$ cat config.mk
export PLATFORM = sky130hd
export DESIGN_NAME = pcr_regs
export DESIGN_NICKNAME = d
export VERILOG_FILES = /design/src/hdl/pcr_pkg.sv /design/src/hdl/pcr_regs.sv
export SDC_FILE = /design/constraint.sdc
export NUM_CORES = 1
export LEC_CHECK = 0
export BUFFER_PORTS_ARGS = -buffer_cell sky130_fd_sc_hd__buf_4
export CAP_MARGIN = 15
export CORE_ASPECT_RATIO = 1.1
export CORE_UTILIZATION = 45
export CTS_BUF_LIST = sky130_fd_sc_hd__clkbuf_16
export DETAILED_ROUTE_END_ITERATION = 16
export PLACE_DENSITY_LB_ADDON = 0.05
export SYNTH_ARGS = -nofsm -noshare
export SYNTH_HDL_FRONTEND = slang
export SYNTH_SLANG_ARGS = --single-unit
$ cat constraint.sdc
create_clock -name clk -period 1.9 [get_ports clk]
set_clock_uncertainty 0.15 [all_clocks]
set_input_delay 0.285 -clock clk [delete_from_list [all_inputs] [get_ports clk]]
set_output_delay 0.285 -clock clk [all_outputs]
set_load 0.005 [all_outputs]
$ cat src/hdl/pcr_pkg.sv
// pcr_pkg: offsets, widths and reset values of the port and control register block
// assumes an 8-bit host bus with byte offsets inside a 256-byte register window
package pcr_pkg;
  localparam int ADDR_W = 8;
  localparam int DATA_W = 8;
  localparam logic [7:0] OFF_A_PIN = 8'h00;
  localparam logic [7:0] OFF_B_PIN = 8'h01;
  localparam logic [7:0] OFF_A_MODE = 8'h02;
  localparam logic [7:0] OFF_B_MODE = 8'h03;
  localparam logic [7:0] OFF_A_OUT = 8'h04;
  localparam logic [7:0] OFF_B_OUT = 8'h05;
  localparam logic [7:0] OFF_A_DIR = 8'h06;
  localparam logic [7:0] OFF_B_DIR = 8'h07;
  localparam logic [7:0] OFF_A_PAD = 8'h08;
  localparam logic [7:0] OFF_B_PAD = 8'h09;
  localparam logic [7:0] OFF_A_IMC = 8'h0A;
  localparam logic [7:0] OFF_B_IMC = 8'h0B;
  localparam logic [7:0] OFF_A_OES = 8'h0C;
  localparam logic [7:0] OFF_B_OES = 8'h0D;
  localparam logic [7:0] OFF_C_PIN = 8'h10;
  localparam logic [7:0] OFF_D_PIN = 8'h11;
  localparam logic [7:0] OFF_C_OUT = 8'h12;
  localparam logic [7:0] OFF_D_OUT = 8'h13;
  localparam logic [7:0] OFF_C_DIR = 8'h14;
  localparam logic [7:0] OFF_D_DIR = 8'h15;
  localparam logic [7:0] OFF_C_PAD = 8'h16;
  localparam logic [7:0] OFF_D_PAD = 8'h17;
  localparam logic [7:0] OFF_C_IMC = 8'h18;
  localparam logic [7:0] OFF_C_OES = 8'h1A;
  localparam logic [7:0] OFF_D_OES = 8'h1B;
  localparam logic [7:0] OFF_CELLS_AB = 8'h20;
  localparam logic [7:0] OFF_CELLS_BC = 8'h21;
  localparam logic [7:0] OFF_MASK_AB = 8'h22;
  localparam logic [7:0] OFF_MASK_BC = 8'h23;
  localparam logic [7:0] OFF_PWR_FIRST = 8'hB0;
  localparam logic [7:0] OFF_PWR_SECOND = 8'hB4;
  localparam logic [7:0] OFF_MAIN_LOCK = 8'hC0;
  localparam logic [7:0] OFF_BOOT_LOCK = 8'hC2;
  localparam logic [7:0] OFF_SCAN = 8'hC7;
  localparam logic [7:0] OFF_PAGE = 8'hE0;
  localparam logic [7:0] OFF_SPACE = 8'hE2;
  localparam logic [7:0] RST_REG = 8'h00;
  localparam logic [7:0] RD_NONE = 8'h00;
endpackage

$ cat src/hdl/pcr_regs.sv
// pcr_regs: host-visible port and control register block
// assumes host strobes are synchronous to clk; pins and array signals come from outside
`timescale 1ns/1ps
module pcr_regs #(
  parameter bit BOOT_FITTED = 1'b1,
  parameter bit SRAM_FITTED = 1'b1
) (
  // clock and reset
  input wire logic clk,
  input wire logic rstn,
  // host register access
  input wire logic register_window_select,
  input wire logic [7:0] addr,
  input wire logic wr_stb,
  input wire logic rd_stb,
  input wire logic [7:0] wdata,
  output logic [7:0] rdata,
  // port pins
  input wire logic [7:0] pa_in,
  input wire logic [7:0] pb_in,
  input wire logic [7:0] pc_in,
  input wire logic [7:0] pd_in,
  output logic [7:0] pa_out,
  output logic [7:0] pb_out,
  output logic [7:0] pc_out,
  output logic [7:0] pd_out,
  output logic [7:0] pa_oe,
  output logic [7:0] pb_oe,
  output logic [7:0] pc_oe,
  output logic [7:0] pd_oe,
  output logic [7:0] pa_pad,
  output logic [7:0] pb_pad,
  output logic [7:0] pc_pad,
  output logic [7:0] pd_pad,
  // latched address for A and B
  input wire logic [7:0] latched_addr_a,
  input wire logic [7:0] latched_addr_b,
  // logic array side
  input wire logic [7:0] input_cells_a,
  input wire logic [7:0] input_cells_b,
  input wire logic [7:0] input_cells_c,
  input wire logic [7:0] cells_ab_next_in,
  input wire logic [7:0] cells_bc_next_in,
  input wire logic [7:0] cells_ab_oe,
  input wire logic [7:0] cells_bc_oe,
  output logic [7:0] cells_ab,
  output logic [7:0] cells_bc,
  // memory selects from decode array
  input wire logic [7:0] main_sector_selects_in,
  input wire logic [3:0] boot_sector_selects_in,
  input wire logic sram_block_select_in,
  output logic [7:0] main_sector_selects,
  output logic [3:0] boot_sector_selects,
  output logic sram_block_select,
  // flash lock state
  input wire logic [7:0] main_lock_in,
  input wire logic [3:0] boot_lock_in,
  input wire logic security_in,
  // control outputs
  output logic [7:0] power_first,
  output logic [7:0] power_second,
  output logic [7:0] scan_port,
  output logic [7:0] page,
  output logic [7:0] space_map
);
  logic [7:0] pin_s1 [4];
  logic [7:0] pin_s2 [4];
  logic [7:0] pin_s3 [4];
  logic [7:0] pin_now [4];
  logic [7:0] a_mode;
  logic [7:0] b_mode;
  logic [7:0] out_r [4];
  logic [7:0] dir_r [4];
  logic [7:0] pad_r [4];
  logic [7:0] mask_ab;
  logic [7:0] mask_bc;
  logic [7:0] next_cells_ab;
  logic [7:0] next_cells_bc;
  wire [7:0] pin_raw [4];
  wire acc_wr;
  wire [7:0] mux_rd;
  wire [7:0] a_oe_eff;
  wire [7:0] b_oe_eff;
  wire [7:0] c_oe_eff;
  wire [7:0] d_oe_eff;
  wire we_a_mode;
  wire we_b_mode;
  wire we_a_out;
  wire we_b_out;
  wire we_c_out;
  wire we_d_out;
  wire we_a_dir;
  wire we_b_dir;
  wire we_c_dir;
  wire we_d_dir;
  wire we_a_pad;
  wire we_b_pad;
  wire we_c_pad;
  wire we_d_pad;
  wire we_mask_ab;
  wire we_mask_bc;
  wire we_pwr_first;
  wire we_pwr_second;
  wire we_scan;
  wire we_page;
  wire we_space;
  wire we_cells_ab;
  wire we_cells_bc;

  assign pin_raw[0] = pa_in;
  assign pin_raw[1] = pb_in;
  assign pin_raw[2] = pc_in;
  assign pin_raw[3] = pd_in;

  // three-stage pin sampling, change accepted when stages 2 and 3 agree
  genvar g;
  generate
    for (g = 0; g < 4; g++)
    begin : g_pin
      always_ff @(posedge clk or negedge rstn)
      begin
        if (!rstn)
        begin
          pin_s1[g] <= pcr_pkg::RST_REG;
          pin_s2[g] <= pcr_pkg::RST_REG;
          pin_s3[g] <= pcr_pkg::RST_REG;
          pin_now[g] <= pcr_pkg::RST_REG;
        end
        else
        begin
          pin_s1[g] <= pin_raw[g];
          pin_s2[g] <= pin_s1[g];
          pin_s3[g] <= pin_s2[g];
          pin_now[g] <= (pin_s2[g] & pin_s3[g]) | (pin_now[g] & (pin_s2[g] | pin_s3[g]));
        end
      end
    end
  endgenerate

  function automatic logic hit(input logic [7:0] a, input logic [7:0] off);
    hit = (a == off);
  endfunction

  assign acc_wr = register_window_select & wr_stb;

  // write enables, one per listed writable offset
  assign we_a_mode = acc_wr && hit(addr, pcr_pkg::OFF_A_MODE);
  assign we_b_mode = acc_wr && hit(addr, pcr_pkg::OFF_B_MODE);
  assign we_a_out = acc_wr && hit(addr, pcr_pkg::OFF_A_OUT);
  assign we_b_out = acc_wr && hit(addr, pcr_pkg::OFF_B_OUT);
  assign we_c_out = acc_wr && hit(addr, pcr_pkg::OFF_C_OUT);
  assign we_d_out = acc_wr && hit(addr, pcr_pkg::OFF_D_OUT);
  assign we_a_dir = acc_wr && hit(addr, pcr_pkg::OFF_A_DIR);
  assign we_b_dir = acc_wr && hit(addr, pcr_pkg::OFF_B_DIR);
  assign we_c_dir = acc_wr && hit(addr, pcr_pkg::OFF_C_DIR);
  assign we_d_dir = acc_wr && hit(addr, pcr_pkg::OFF_D_DIR);
  assign we_a_pad = acc_wr && hit(addr, pcr_pkg::OFF_A_PAD);
  assign we_b_pad = acc_wr && hit(addr, pcr_pkg::OFF_B_PAD);
  assign we_c_pad = acc_wr && hit(addr, pcr_pkg::OFF_C_PAD);
  assign we_d_pad = acc_wr && hit(addr, pcr_pkg::OFF_D_PAD);
  assign we_mask_ab = acc_wr && hit(addr, pcr_pkg::OFF_MASK_AB);
  assign we_mask_bc = acc_wr && hit(addr, pcr_pkg::OFF_MASK_BC);
  assign we_pwr_first = acc_wr && hit(addr, pcr_pkg::OFF_PWR_FIRST);
  assign we_pwr_second = acc_wr && hit(addr, pcr_pkg::OFF_PWR_SECOND);
  assign we_scan = acc_wr && hit(addr, pcr_pkg::OFF_SCAN);
  assign we_page = acc_wr && hit(addr, pcr_pkg::OFF_PAGE);
  assign we_space = acc_wr && hit(addr, pcr_pkg::OFF_SPACE);
  assign we_cells_ab = acc_wr && hit(addr, pcr_pkg::OFF_CELLS_AB);
  assign we_cells_bc = acc_wr && hit(addr, pcr_pkg::OFF_CELLS_BC);

  // writable registers; unlisted offsets fall through unchanged
  always_ff @(posedge clk or negedge rstn)
  begin
    if (!rstn)
    begin
      a_mode <= pcr_pkg::RST_REG;
      b_mode <= pcr_pkg::RST_REG;
      out_r <= '{default: pcr_pkg::RST_REG};
      dir_r <= '{default: pcr_pkg::RST_REG};
      pad_r <= '{default: pcr_pkg::RST_REG};
      mask_ab <= pcr_pkg::RST_REG;
      mask_bc <= pcr_pkg::RST_REG;
      power_first <= pcr_pkg::RST_REG;
      power_second <= pcr_pkg::RST_REG;
      scan_port <= pcr_pkg::RST_REG;
      page <= pcr_pkg::RST_REG;
      space_map <= pcr_pkg::RST_REG;
    end
    else
    begin
      if (we_a_mode) a_mode <= wdata;
      if (we_b_mode) b_mode <= wdata;
      if (we_a_out) out_r[0] <= wdata;
      if (we_b_out) out_r[1] <= wdata;
      if (we_c_out) out_r[2] <= wdata;
      if (we_d_out) out_r[3] <= wdata;
      if (we_a_dir) dir_r[0] <= wdata;
      if (we_b_dir) dir_r[1] <= wdata;
      if (we_c_dir) dir_r[2] <= wdata;
      if (we_d_dir) dir_r[3] <= wdata;
      if (we_a_pad) pad_r[0] <= wdata;
      if (we_b_pad) pad_r[1] <= wdata;
      if (we_c_pad) pad_r[2] <= wdata;
      if (we_d_pad) pad_r[3] <= wdata;
      if (we_mask_ab) mask_ab <= wdata;
      if (we_mask_bc) mask_bc <= wdata;
      if (we_pwr_first) power_first <= wdata;
      if (we_pwr_second) power_second <= wdata;
      if (we_scan) scan_port <= wdata;
      if (we_page) page <= wdata;
      if (we_space) space_map <= wdata;
    end
  end

  // output cells: array logic each cycle, host write replaces unmasked bits
  assign next_cells_ab = we_cells_ab ?
    ((wdata & ~mask_ab) | (cells_ab & mask_ab)) : cells_ab_next_in;
  assign next_cells_bc = we_cells_bc ?
    ((wdata & ~mask_bc) | (cells_bc & mask_bc)) : cells_bc_next_in;

  always_ff @(posedge clk or negedge rstn)
  begin
    if (!rstn)
    begin
      cells_ab <= pcr_pkg::RST_REG;
      cells_bc <= pcr_pkg::RST_REG;
    end
    else
    begin
      cells_ab <= next_cells_ab;
      cells_bc <= next_cells_bc;
    end
  end

  // pin drive: a mode bit set selects latched address on A and B
  assign a_oe_eff = dir_r[0] | a_mode;
  assign b_oe_eff = dir_r[1] | b_mode;
  assign c_oe_eff = dir_r[2] | cells_bc_oe;
  assign d_oe_eff = dir_r[3];

  always_ff @(posedge clk or negedge rstn)
  begin
    if (!rstn)
    begin
      pa_out <= pcr_pkg::RST_REG;
      pb_out <= pcr_pkg::RST_REG;
      pc_out <= pcr_pkg::RST_REG;
      pd_out <= pcr_pkg::RST_REG;
      pa_oe <= pcr_pkg::RST_REG;
      pb_oe <= pcr_pkg::RST_REG;
      pc_oe <= pcr_pkg::RST_REG;
      pd_oe <= pcr_pkg::RST_REG;
    end
    else
    begin
      pa_out <= (a_mode & latched_addr_a) | (~a_mode & out_r[0]);
      pb_out <= (b_mode & latched_addr_b) | (~b_mode & out_r[1]);
      pc_out <= out_r[2];
      pd_out <= out_r[3];
      pa_oe <= a_oe_eff | cells_ab_oe;
      pb_oe <= b_oe_eff;
      pc_oe <= c_oe_eff;
      pd_oe <= d_oe_eff;
    end
  end

  // pad type copies for the pin drivers
  always_ff @(posedge clk or negedge rstn)
  begin
    if (!rstn)
    begin
      pa_pad <= pcr_pkg::RST_REG;
      pb_pad <= pcr_pkg::RST_REG;
      pc_pad <= pcr_pkg::RST_REG;
      pd_pad <= pcr_pkg::RST_REG;
    end
    else
    begin
      pa_pad <= pad_r[0];
      pb_pad <= pad_r[1];
      pc_pad <= pad_r[2];
      pd_pad <= pad_r[3];
    end
  end

  // memory selects pass from decode array, unfitted blocks held off
  always_ff @(posedge clk or negedge rstn)
  begin
    if (!rstn)
    begin
      main_sector_selects <= pcr_pkg::RST_REG;
      boot_sector_selects <= 4'h0;
      sram_block_select <= 1'b0;
    end
    else
    begin
      main_sector_selects <= main_sector_selects_in;
      boot_sector_selects <= BOOT_FITTED ? boot_sector_selects_in : 4'h0;
      sram_block_select <= SRAM_FITTED & sram_block_select_in;
    end
  end

  // read selection
  function automatic logic [7:0] rd_sel(input logic [7:0] a);
    case (a)
      pcr_pkg::OFF_A_PIN: rd_sel = pin_now[0];
      pcr_pkg::OFF_B_PIN: rd_sel = pin_now[1];
      pcr_pkg::OFF_C_PIN: rd_sel = pin_now[2];
      pcr_pkg::OFF_D_PIN: rd_sel = pin_now[3];
      pcr_pkg::OFF_A_MODE: rd_sel = a_mode;
      pcr_pkg::OFF_B_MODE: rd_sel = b_mode;
      pcr_pkg::OFF_A_OUT: rd_sel = out_r[0];
      pcr_pkg::OFF_B_OUT: rd_sel = out_r[1];
      pcr_pkg::OFF_C_OUT: rd_sel = out_r[2];
      pcr_pkg::OFF_D_OUT: rd_sel = out_r[3];
      pcr_pkg::OFF_A_DIR: rd_sel = dir_r[0];
      pcr_pkg::OFF_B_DIR: rd_sel = dir_r[1];
      pcr_pkg::OFF_C_DIR: rd_sel = dir_r[2];
      pcr_pkg::OFF_D_DIR: rd_sel = dir_r[3];
      pcr_pkg::OFF_A_PAD: rd_sel = pad_r[0];
      pcr_pkg::OFF_B_PAD: rd_sel = pad_r[1];
      pcr_pkg::OFF_C_PAD: rd_sel = pad_r[2];
      pcr_pkg::OFF_D_PAD: rd_sel = pad_r[3];
      pcr_pkg::OFF_A_IMC: rd_sel = input_cells_a;
      pcr_pkg::OFF_B_IMC: rd_sel = input_cells_b;
      pcr_pkg::OFF_C_IMC: rd_sel = input_cells_c;
      pcr_pkg::OFF_A_OES: rd_sel = pa_oe;
      pcr_pkg::OFF_B_OES: rd_sel = pb_oe;
      pcr_pkg::OFF_C_OES: rd_sel = pc_oe;
      pcr_pkg::OFF_D_OES: rd_sel = pd_oe;
      pcr_pkg::OFF_CELLS_AB: rd_sel = cells_ab;
      pcr_pkg::OFF_CELLS_BC: rd_sel = cells_bc;
      pcr_pkg::OFF_MASK_AB: rd_sel = mask_ab;
      pcr_pkg::OFF_MASK_BC: rd_sel = mask_bc;
      pcr_pkg::OFF_PWR_FIRST: rd_sel = power_first;
      pcr_pkg::OFF_PWR_SECOND: rd_sel = power_second;
      pcr_pkg::OFF_MAIN_LOCK: rd_sel = main_lock_in;
      pcr_pkg::OFF_BOOT_LOCK:
        rd_sel = {security_in, 3'h0, BOOT_FITTED ? boot_lock_in : 4'h0};
      pcr_pkg::OFF_SCAN: rd_sel = scan_port;
      pcr_pkg::OFF_PAGE: rd_sel = page;
      pcr_pkg::OFF_SPACE: rd_sel = space_map;
      default: rd_sel = pcr_pkg::RD_NONE;
    endcase
  endfunction

  assign mux_rd = rd_sel(addr);

  always_ff @(posedge clk or negedge rstn)
  begin
    if (!rstn)
      rdata <= pcr_pkg::RD_NONE;
    else if (register_window_select && rd_stb)
      rdata <= mux_rd;
  end
endmodule

==> results.toml, run 1 <==
[min_path]
hold_end = "rdata[6]$_DFFE_PN0P_"
hold_class = "input pin to register"
hold-path-cell-count = 4
hold_start = "input_cells_c[6]"

[setup_path]
crit_required_ns = 2.19
critPathTopFamily = "compound AO/OA/AOI/OAI gates"
r2r_slack_ns = -0.06
worstPathMaxFanout = 2
cp_slowest_cell = "dfrtp_2"
path_cells = "a22o_1 > a221o_1 > nor4_4 > a32oi_1"
startpoint_type = "register"
cp-end-kind = "register"
reg2reg_to = "rdata[6]$_DFFE_PN0P_"
slowest_delay_ns = 0.47
r2r-start = "pin_now[6]$_DFF_PN0_"
reg2reg_depth = 4
arrival_ns = 2.25
path_class = "register to register"
path_buf_inv = 0

[clock_tree]
cts_sinks = 429
clock_path_buffers = 3
cts_tree = "done"
path_clk_slew_ns = 0.07
cts_root_buffer = "clkbuf_16"
htreeDepth = 2
numCtsBuffers = 43
clock_latency_ns = 0.58

[pwr]
power_mw = 19.75
total_leakage_power_nw = 11.58
powerDensity_nw_per_um2 = 824.8
irDropWorstVdd_uv = 926.0

[routing]
drtAntennaViolNets = 0
drc = 0
met1_length_um = 26210
dr.max_layer_used = "met4"
wl_per_cell_um = 27.05
wl_met3_um = 3912
drt_wl_total_um = 63160
viasPerCell = 5.656
wl_met2_um = 30470
dr.pass1.iters = 6
drt_iter0_drc = 1158
vias = 13207

[final_layout]
nets = 1960
multi_input_area_um2 = 5919
drive_above_1_share = 0.4530
final_cell_mix = "495 x buf_4, 428 x dfrtp_1, 181 x mux2_2"
area_growth_pct = 41.98
register_area_um2 = 10740
fillCellCount = 2878
mostFrequentLayoutCell = "buf_4"
insertedDiodeCount = 0

[global_route]
grt.total_usage = 0.3355
antenna_found_initial = 0
grt_overflow = 0
grt_pass1_vias = 13762
grt_max_degree = 100
grt_first_pass_wirelength_um = 92130

[yosys]
syn_area_um2 = 16870
synth_top_flop_cell = "dfrtp_1"
synth_top_family_by_area = "multiplexers"
synthCells = 1236
yosysSeqAreaShare = 0.6365
ys_warn_count = 0
synthMuxAreaShare = 0.1360
netlist_top_cells_area = "dfrtp_1 64%, mux2_2 12%, nand3_1 4.4%"
yosys.area_share.simple = 0.1267
synth.largest_area_cell = "dfrtp_1"
synth_compound_area_frac = 0.05460
synth_xor_area_frac = 0
synthArstFlopShare = 1.000
ys_types = 71
syn_area_per_cell_um2 = 13.65
synthAdderAreaFrac = 0.01899
yosysTopAreaCellShare = 0.6365
synth_edf_count = 0
synth_nets = 1387
synth-seq-cells = 429

[sta]
finalMaxSlewViolations = 0
rsz0062_at_grt = "yes"
slew_headroom = 0.5334
fmax_mhz = 510.1
worstMarginPinSlew_ns = 0.6976
tns_ns = -0.07002
finalCriticalPeriod_ns = 1.960
fin_crit_sh = 1.032
setup_viol = 2
setup_slack_ns = -0.06026
final-hold-violation-count = 0

[floorplanning]
core_um2 = 37040
io_pins = 324
die_height_um = 205.1
die_w_um = 186.6
die_area_um2 = 38260
start_util = 0.4554
placementRows = 74

[outcome]
violations = "negative setup slack"
status = "complete, but fails checks"

[placed_design]
dp_slack_ns = -0.8139
port_buffers = 323
gp_congestion = 0.9629
post-dp-hpwl_um = 46680

[flow_run]
drv_cap = 0
[routing by layer]
metal | track usage | vias up
li1 | - | 5708
met5 | 0 | -
met4 | 0.1411 | 0
met3 | 0.05157 | 113
met2 | 0.5485 | 608
met1 | 0.4483 | 6778
[cells in the mapped netlist, drive strengths merged, types with 5 or more instances]
master and n:
a21oi 24, a221oi 6, a22o 11, a22oi 30
a32oi 8, and3 20, and4b 5, buf 62
clkbuf 33, dfrtp 429, maj3 32, mux2 186
mux2i 20, nand2 21, nand3 149, nand3b 8
nand4 40, nor2 20, nor3 9, nor4 17
nor4b 6, or2 17, or3 9
[registers in the layout, summed over array words and instances (netlist names), 24 cells and up, named ones only]
signal	flops
pad_r	32
out_r	32
pin_s3	32
pin_s1	32
pin_s2	32
pin_now	32
dir_r	24
[cells by family after synthesis]
logic type / after synthesis
AND/OR/NAND/NOR: 352
multiplexers: 206
flip-flops: 429
AO/OA/AOI/OAI: 120
buffers and inverters: 97
adder cells (fa/ha/maj): 32
[cell type report]
| type | count | area share |
|---|---|---|
| clock buffer | 45 | 0.04702 |
| clock inverter | 32 | 0.009509 |
| inverter | 2 | 0.0003135 |
| multi-input combinational | 710 | 0.2472 |
| sequential | 429 | 0.4483 |
| tap | 494 | 0.02581 |
| timing repair buffer | 623 | 0.2218 |
[stage by stage]
| step | hold WS (ns) | cell area, um^2 | std cells | utilization |
|---|---|---|---|---|
| 6_report | 0.05791 | 23950 | 2335 | 0.6466 |
| 5_1_grt | 0.08365 | 23950 | 2335 | 0.6466 |
| 4_1_cts | 0.03720 | 23900 | 2335 | 0.6453 |
| 3_5_place_dp | -0.001331 | 21530 | 2161 | 0.5814 |
| 3_3_place_gp | -0.003901 | 21530 | 2161 | 0.5814 |
| 2_1_floorplan | -0.1606 | 17000 | 1236 | - |
[report_power, final]
part / switching (mW) / leakage, nW / internal [mW]
Combinational: 0.824 / 5.35 / 0.910
Sequential: 0.326 / 5.57 / 9.51
Clock: 3.60 / 0.667 / 4.58
[worst max-delay path by stage]
stage | start | end | slack, ns | depth (start not counted)
2_1_floorplan | addr[4] | rdata[0]$_DFFE_PN0P_ | -0.15 | 7
4_1_cts | pin_now[6]$_DFF_PN0_ | rdata[6]$_DFFE_PN0P_ | -0.03 | 4
5_1_grt | pin_now[13]$_DFF_PN0_ | rdata[5]$_DFFE_PN0P_ | -0.04 | 5
3_3_place_gp | addr[0] | rdata[6]$_DFFE_PN0P_ | -0.82 | 8
3_5_place_dp | addr[0] | rdata[6]$_DFFE_PN0P_ | -0.81 | 8
6_report | pin_now[6]$_DFF_PN0_ | rdata[6]$_DFFE_PN0P_ | -0.06 | 4
[timing repair]
item	CTS	global route
gates resized for setup	11	8
pin swaps	4	4
hold buffers	96	0
endpoints found under the hold margin	476	0
setup buffers	1	0
endpoints found under the setup margin	3	7
[tightest hold or removal path, delay by kind of cell]
kind	cells	cell delay, ns
AOI/OAI and AO/OA	2	0.31
buffers and inverters	1	0.08
and+or+nand+nor	1	0.07
Note: power is estimated with default switching activity, not from simulation.
==> run 2, diff against run 1 <==
CORE_UTILIZATION = 55   (was 45)
TNS_END_PERCENT = 20   (was unset)
==> results.toml, run 2 (synthesis gave the netlist of run 1 again) <==
[floorplanning]
core_um2 = 29890
start_util = 0.5642
die_height_um = 185.7
placementRows = 66
die_area_um2 = 31370
io_pins = 324
die_w_um = 169.0

[pwr]
total_leakage_power_nw = 11.55
power_frac_clock = 0.410
internal_power_mw = 14.83
pwr-share-seq = 0.500
comb_power_share = 0.090
p_sw_mw = 4.829
irDropWorstVdd_uv = 867.5
powerDensity_nw_per_um2 = 829.6
swShare = 0.2456

[routing]
drt_iter0_drc = 1805
drt_wl_total_um = 65790
viasPerCell = 6.336
drc = 0
vias = 14282
dr.pass1.iters = 6
wl_per_cell_um = 29.19
drtAntennaViolNets = 0

[global_route]
grt_pass1_vias = 14630
grt_max_degree = 87
grt.total_usage = 0.4243
grt_first_pass_wirelength_um = 95320
grt_overflow = 0
antenna_found_initial = 0

[final_layout]
nets = 1963
insertedDiodeCount = 0
fin_util = 0.7927
final_cell_mix = "502 x buf_4, 429 x dfrtp_1, 186 x mux2_2"
drive_above_1_share = 0.4469
area_growth_pct = 40.49
postLayoutCellArea_um2 = 23700
fillCellCount = 1705
fin_cells = 2254
mostFrequentLayoutCell = "buf_4"

[setup_path]
critPathTopFamily = "compound AO/OA/AOI/OAI gates"
path_buf_inv = 1
slowest_delay_ns = 0.42
cp-end-kind = "register"
startpoint_type = "register"
path_cells = "a22oi_1 > a21oi_1 > buf_4 > nor4_1 > a32oi_1"
worstPathMaxFanout = 3
arrival_ns = 2.15
path_class = "register to register"
cp_slowest_cell = "dfrtp_1"
crit_required_ns = 2.15

[placed_design]
post-place-cells = 2082
gp_congestion = 1.036
placed_area_um2 = 21380
post-dp-hpwl_um = 45190
port_buffers = 323
dp_slack_ns = -0.6231

[sta]
fin_crit_sh = 1.002
finalMaxSlewViolations = 0
setup_slack_ns = -0.002960
final-hold-violation-count = 0
slew_headroom = 0.6170
rsz0062_at_grt = "yes"
setup_viol = 1
finalCriticalPeriod_ns = 1.903
fmax_mhz = 525.5
tns_ns = -0.002960
worstMarginPinSlew_ns = 0.5692

[clock_tree]
clock_path_buffers = 3
cts_root_buffer = "clkbuf_16"
numCtsBuffers = 42
cts_tree = "done"
clock_latency_ns = 0.55
post_cts_buffers = 0
path_clk_slew_ns = 0.06
htreeDepth = 2
cts_sinks = 429

[flow_run]
drv_cap = 0

[outcome]
violations = "negative setup slack"
status = "complete, but fails checks"

[min_path]
hold_class = "input pin to asynchronous set/reset pin"
==> run 2: cell types whose count changed in the layout (fill, tap and decap cells not counted), sizes merged <==
| cell | before | now |
|---|---|---|
| clkbuf | 45 | 43 |
| dlygate4sd3 | 96 | 94 |
| buf | 527 | 533 |
| clkinvlp | 5 | 4 |
| inv | 9 | 12 |
| clkinv | 18 | 19 |
==> run 2: worst paths after layout <==
kind / start / endpoint / slack (ns) / depth (start not counted)
worst max register to register: out_r[9]$_DFFE_PN0P_ / rdata[1]$_DFFE_PN0P_ / -0.003 / 5
max in group asynchronous: rstn / pin_s1[0]$_DFF_PN0_ / 0.84 / 3
worst min-delay path: rstn / pin_now[7]$_DFF_PN0_ / 0.03 / 2
worst min register to register: pin_s1[12]$_DFF_PN0_ / pin_s2[12]$_DFF_PN0_ / 0.20 / 0
min in group clk: rd_stb / rdata[5]$_DFFE_PN0P_ / 0.09 / 4
worst max-delay path: out_r[9]$_DFFE_PN0P_ / rdata[1]$_DFFE_PN0P_ / -0.003 / 5
==> run 2: what timing repair did <==
item,4_1_cts,5_1_grt
gates resized for setup,3,8
endpoints found under the setup margin,2,4
hold buffers,94,0
pin swaps,1,1
endpoints found under the hold margin,522,0
==> run 2: metal layers <==
layer  routed length, um  track usage  vias up
met5                   0            0        -
met4                3847       0.2130        0
met3                5814      0.06804      264
met2               31420       0.7012     1077
met1               24710       0.5486     7213
li1                    -            -     5728
==> run 2: cell type report <==
type                    instances  area [um^2]  share of cell area
clock inverters                35        237.7             0.01003
inverters                       2        7.507           0.0003168
multi-input cells             710         5813              0.2453
flip-flops and latches        429        10740              0.4530
well taps                     408        510.5             0.02154
repair buffers                627         5316              0.2244
clock buffers                  43         1076             0.04541
==> run 2: metrics by stage <==
stage	power, mW	hold WS [ns]
2_1_floorplan	10.31	-0.1606
4_1_cts	19.55	0.03760
3_3_place_gp	11.47	0.003811
5_1_grt	20.14	0.04260
6_report	19.66	0.03245
3_5_place_dp	11.51	0.006635
==> run 2: power groups by stage <==
stage	sequential (mW)	combinational [mW]	clock (mW)
floorplan	9.84	0.465	0
global placement	9.96	1.50	0
detailed placement	9.97	1.54	0
CTS	9.81	1.71	8.03
global route	9.85	1.86	8.43
finish	9.84	1.77	8.05
==> run 2: worst reg2reg max path: stages (launching register included) <==
cell     delay [ns]
dfrtp_1        0.42
a22oi_1        0.31
a21oi_1        0.17
buf_4          0.17
nor4_1         0.38
a32oi_1        0.15
==> run 3, diff against run 2 <==
SKIP_CTS_REPAIR_TIMING = 1   (was unset)
==> results.toml, run 3 (synthesis gave the netlist of run 1 again) <==
[placed_design]
port_buffers = 323
post-dp-hpwl_um = 45190
gp_congestion = 1.036
dp_slack_ns = -0.6231
post-place-cells = 2082

[routing]
drtAntennaViolNets = 0
drt_iter0_drc = 1982
vias = 14332
wl_met2_um = 31980
viasPerCell = 6.356
drt_wl_total_um = 66360
wl_per_cell_um = 29.43
wl_met3_um = 5957
met1_length_um = 24550
drc = 0
dr.max_layer_used = "met4"
dr.pass1.iters = 6

[clock_tree]
htreeDepth = 2
path_clk_slew_ns = 0.06
cts_sinks = 429
cts_root_buffer = "clkbuf_16"
clock_latency_ns = 0.55
clock_path_buffers = 3
numCtsBuffers = 42
cts_tree = "done"

[min_path]
hold_class = "input pin to asynchronous set/reset pin"

[final_layout]
drive_above_1_share = 0.4478
fillCellCount = 1722
area_growth_pct = 40.55
nets = 1964
fin_cells = 2255
register_area_um2 = 10740
mostFrequentLayoutCell = "buf_4"
insertedDiodeCount = 0
final_cell_mix = "503 x buf_4, 429 x dfrtp_1, 186 x mux2_2"
multi_input_area_um2 = 5816

[global_route]
grt_overflow = 0
grt_max_degree = 87
grt_first_pass_wirelength_um = 88920
grt_pass1_vias = 13757
grt.total_usage = 0.3964
antenna_found_initial = 0

[floorplanning]
core_um2 = 29890
start_util = 0.5642
die_w_um = 169.0
io_pins = 324
die_area_um2 = 31370
placementRows = 66
die_height_um = 185.7

[pwr]
internal_power_mw = 14.83
swShare = 0.2465
power_frac_clock = 0.410
comb_power_share = 0.090
irDropWorstVdd_uv = 868.3
total_leakage_power_nw = 11.56
powerDensity_nw_per_um2 = 830.3
p_sw_mw = 4.851
pwr-share-seq = 0.500

[setup_path]
arrival_ns = 2.16
r2r_slack_ns = -0.02
cp-end-kind = "register"
startpoint_type = "register"
worstPathMaxFanout = 3
path_class = "register to register"
crit_required_ns = 2.14

[sta]
finalCriticalPeriod_ns = 1.920
rsz0062_at_grt = "yes"
finalMaxSlewViolations = 0
worstMarginPinSlew_ns = 0.6098
fmax_mhz = 520.9
fin_crit_sh = 1.010
setup_viol = 1
setup_slack_ns = -0.01980
final-hold-violation-count = 0
slew_headroom = 0.5897

[outcome]
status = "complete, but fails checks"
violations = "negative setup slack"

[flow_run]
drv_cap = 0
## run 3: path summary, 6_finish.rpt
kind,start,endpoint,cells past startpoint
worst max-delay path,out_r[9]$_DFFE_PN0P_,rdata[1]$_DFFE_PN0P_,5
worst min-delay path,rstn,pin_now[7]$_DFF_PN0_,2
worst max register to register,out_r[9]$_DFFE_PN0P_,rdata[1]$_DFFE_PN0P_,5
worst min register to register,pin_s1[29]$_DFF_PN0_,pin_s2[29]$_DFF_PN0_,0
max in group asynchronous,rstn,pin_s1[15]$_DFF_PN0_,3
min in group clk,input_cells_c[6],rdata[6]$_DFFE_PN0P_,4
## run 3: critical path, stage by stage, from the launching register on
cell,delay [ns]
dfrtp_1,0.42
a22oi_1,0.30
a21oi_1,0.17
buf_4,0.16
nor4_1,0.40
a32oi_1,0.16
## run 3: routing by layer
layer  vias up  GRT usage
met5         -          0
li1       5727          -
met2      1052     0.6423
met4         0     0.2061
met1      7304     0.5183
met3       249    0.06719
## run 3: layout make-up
type	instances	area share
Tap cell	408	0.02153
Clock buffer	43	0.04539
Clock inverter	35	0.01003
Multi-Input combinational cell	710	0.2453
Timing Repair Buffer	628	0.2246
Inverter	2	0.0003167
Sequential cell	429	0.4528
## run 3: power by group through the flow
| stage | Combinational (mW) | Sequential (mW) | Clock, mW |
|---|---|---|---|
| 2_1_floorplan | 0.465 | 9.84 | 0 |
| 3_5_place_dp | 1.54 | 9.97 | 0 |
| 4_1_cts | 1.55 | 9.81 | 8.03 |
| 6_report | 1.78 | 9.84 | 8.07 |
| 5_1_grt | 1.87 | 9.85 | 8.48 |
| 3_3_place_gp | 1.50 | 9.96 | 0 |
## run 3: through the flow
step | util | power [mW] | TNS (ns) | instance area, um^2 | hold slack [ns]
after detailed placement | 0.7152 | 11.51 | -58.54 | 21380 | 0.006635
after global routing | 0.7930 | 20.20 | -0.05672 | 23710 | 0.04168
final | 0.7930 | 19.68 | -0.01980 | 23710 | 0.03284
after CTS | 0.7592 | 19.39 | -0.2270 | 22690 | -0.5603
after floorplan | - | 10.31 | -11.39 | 16920 | -0.1606
after global placement | 0.7152 | 11.47 | -51.44 | 21380 | 0.003811
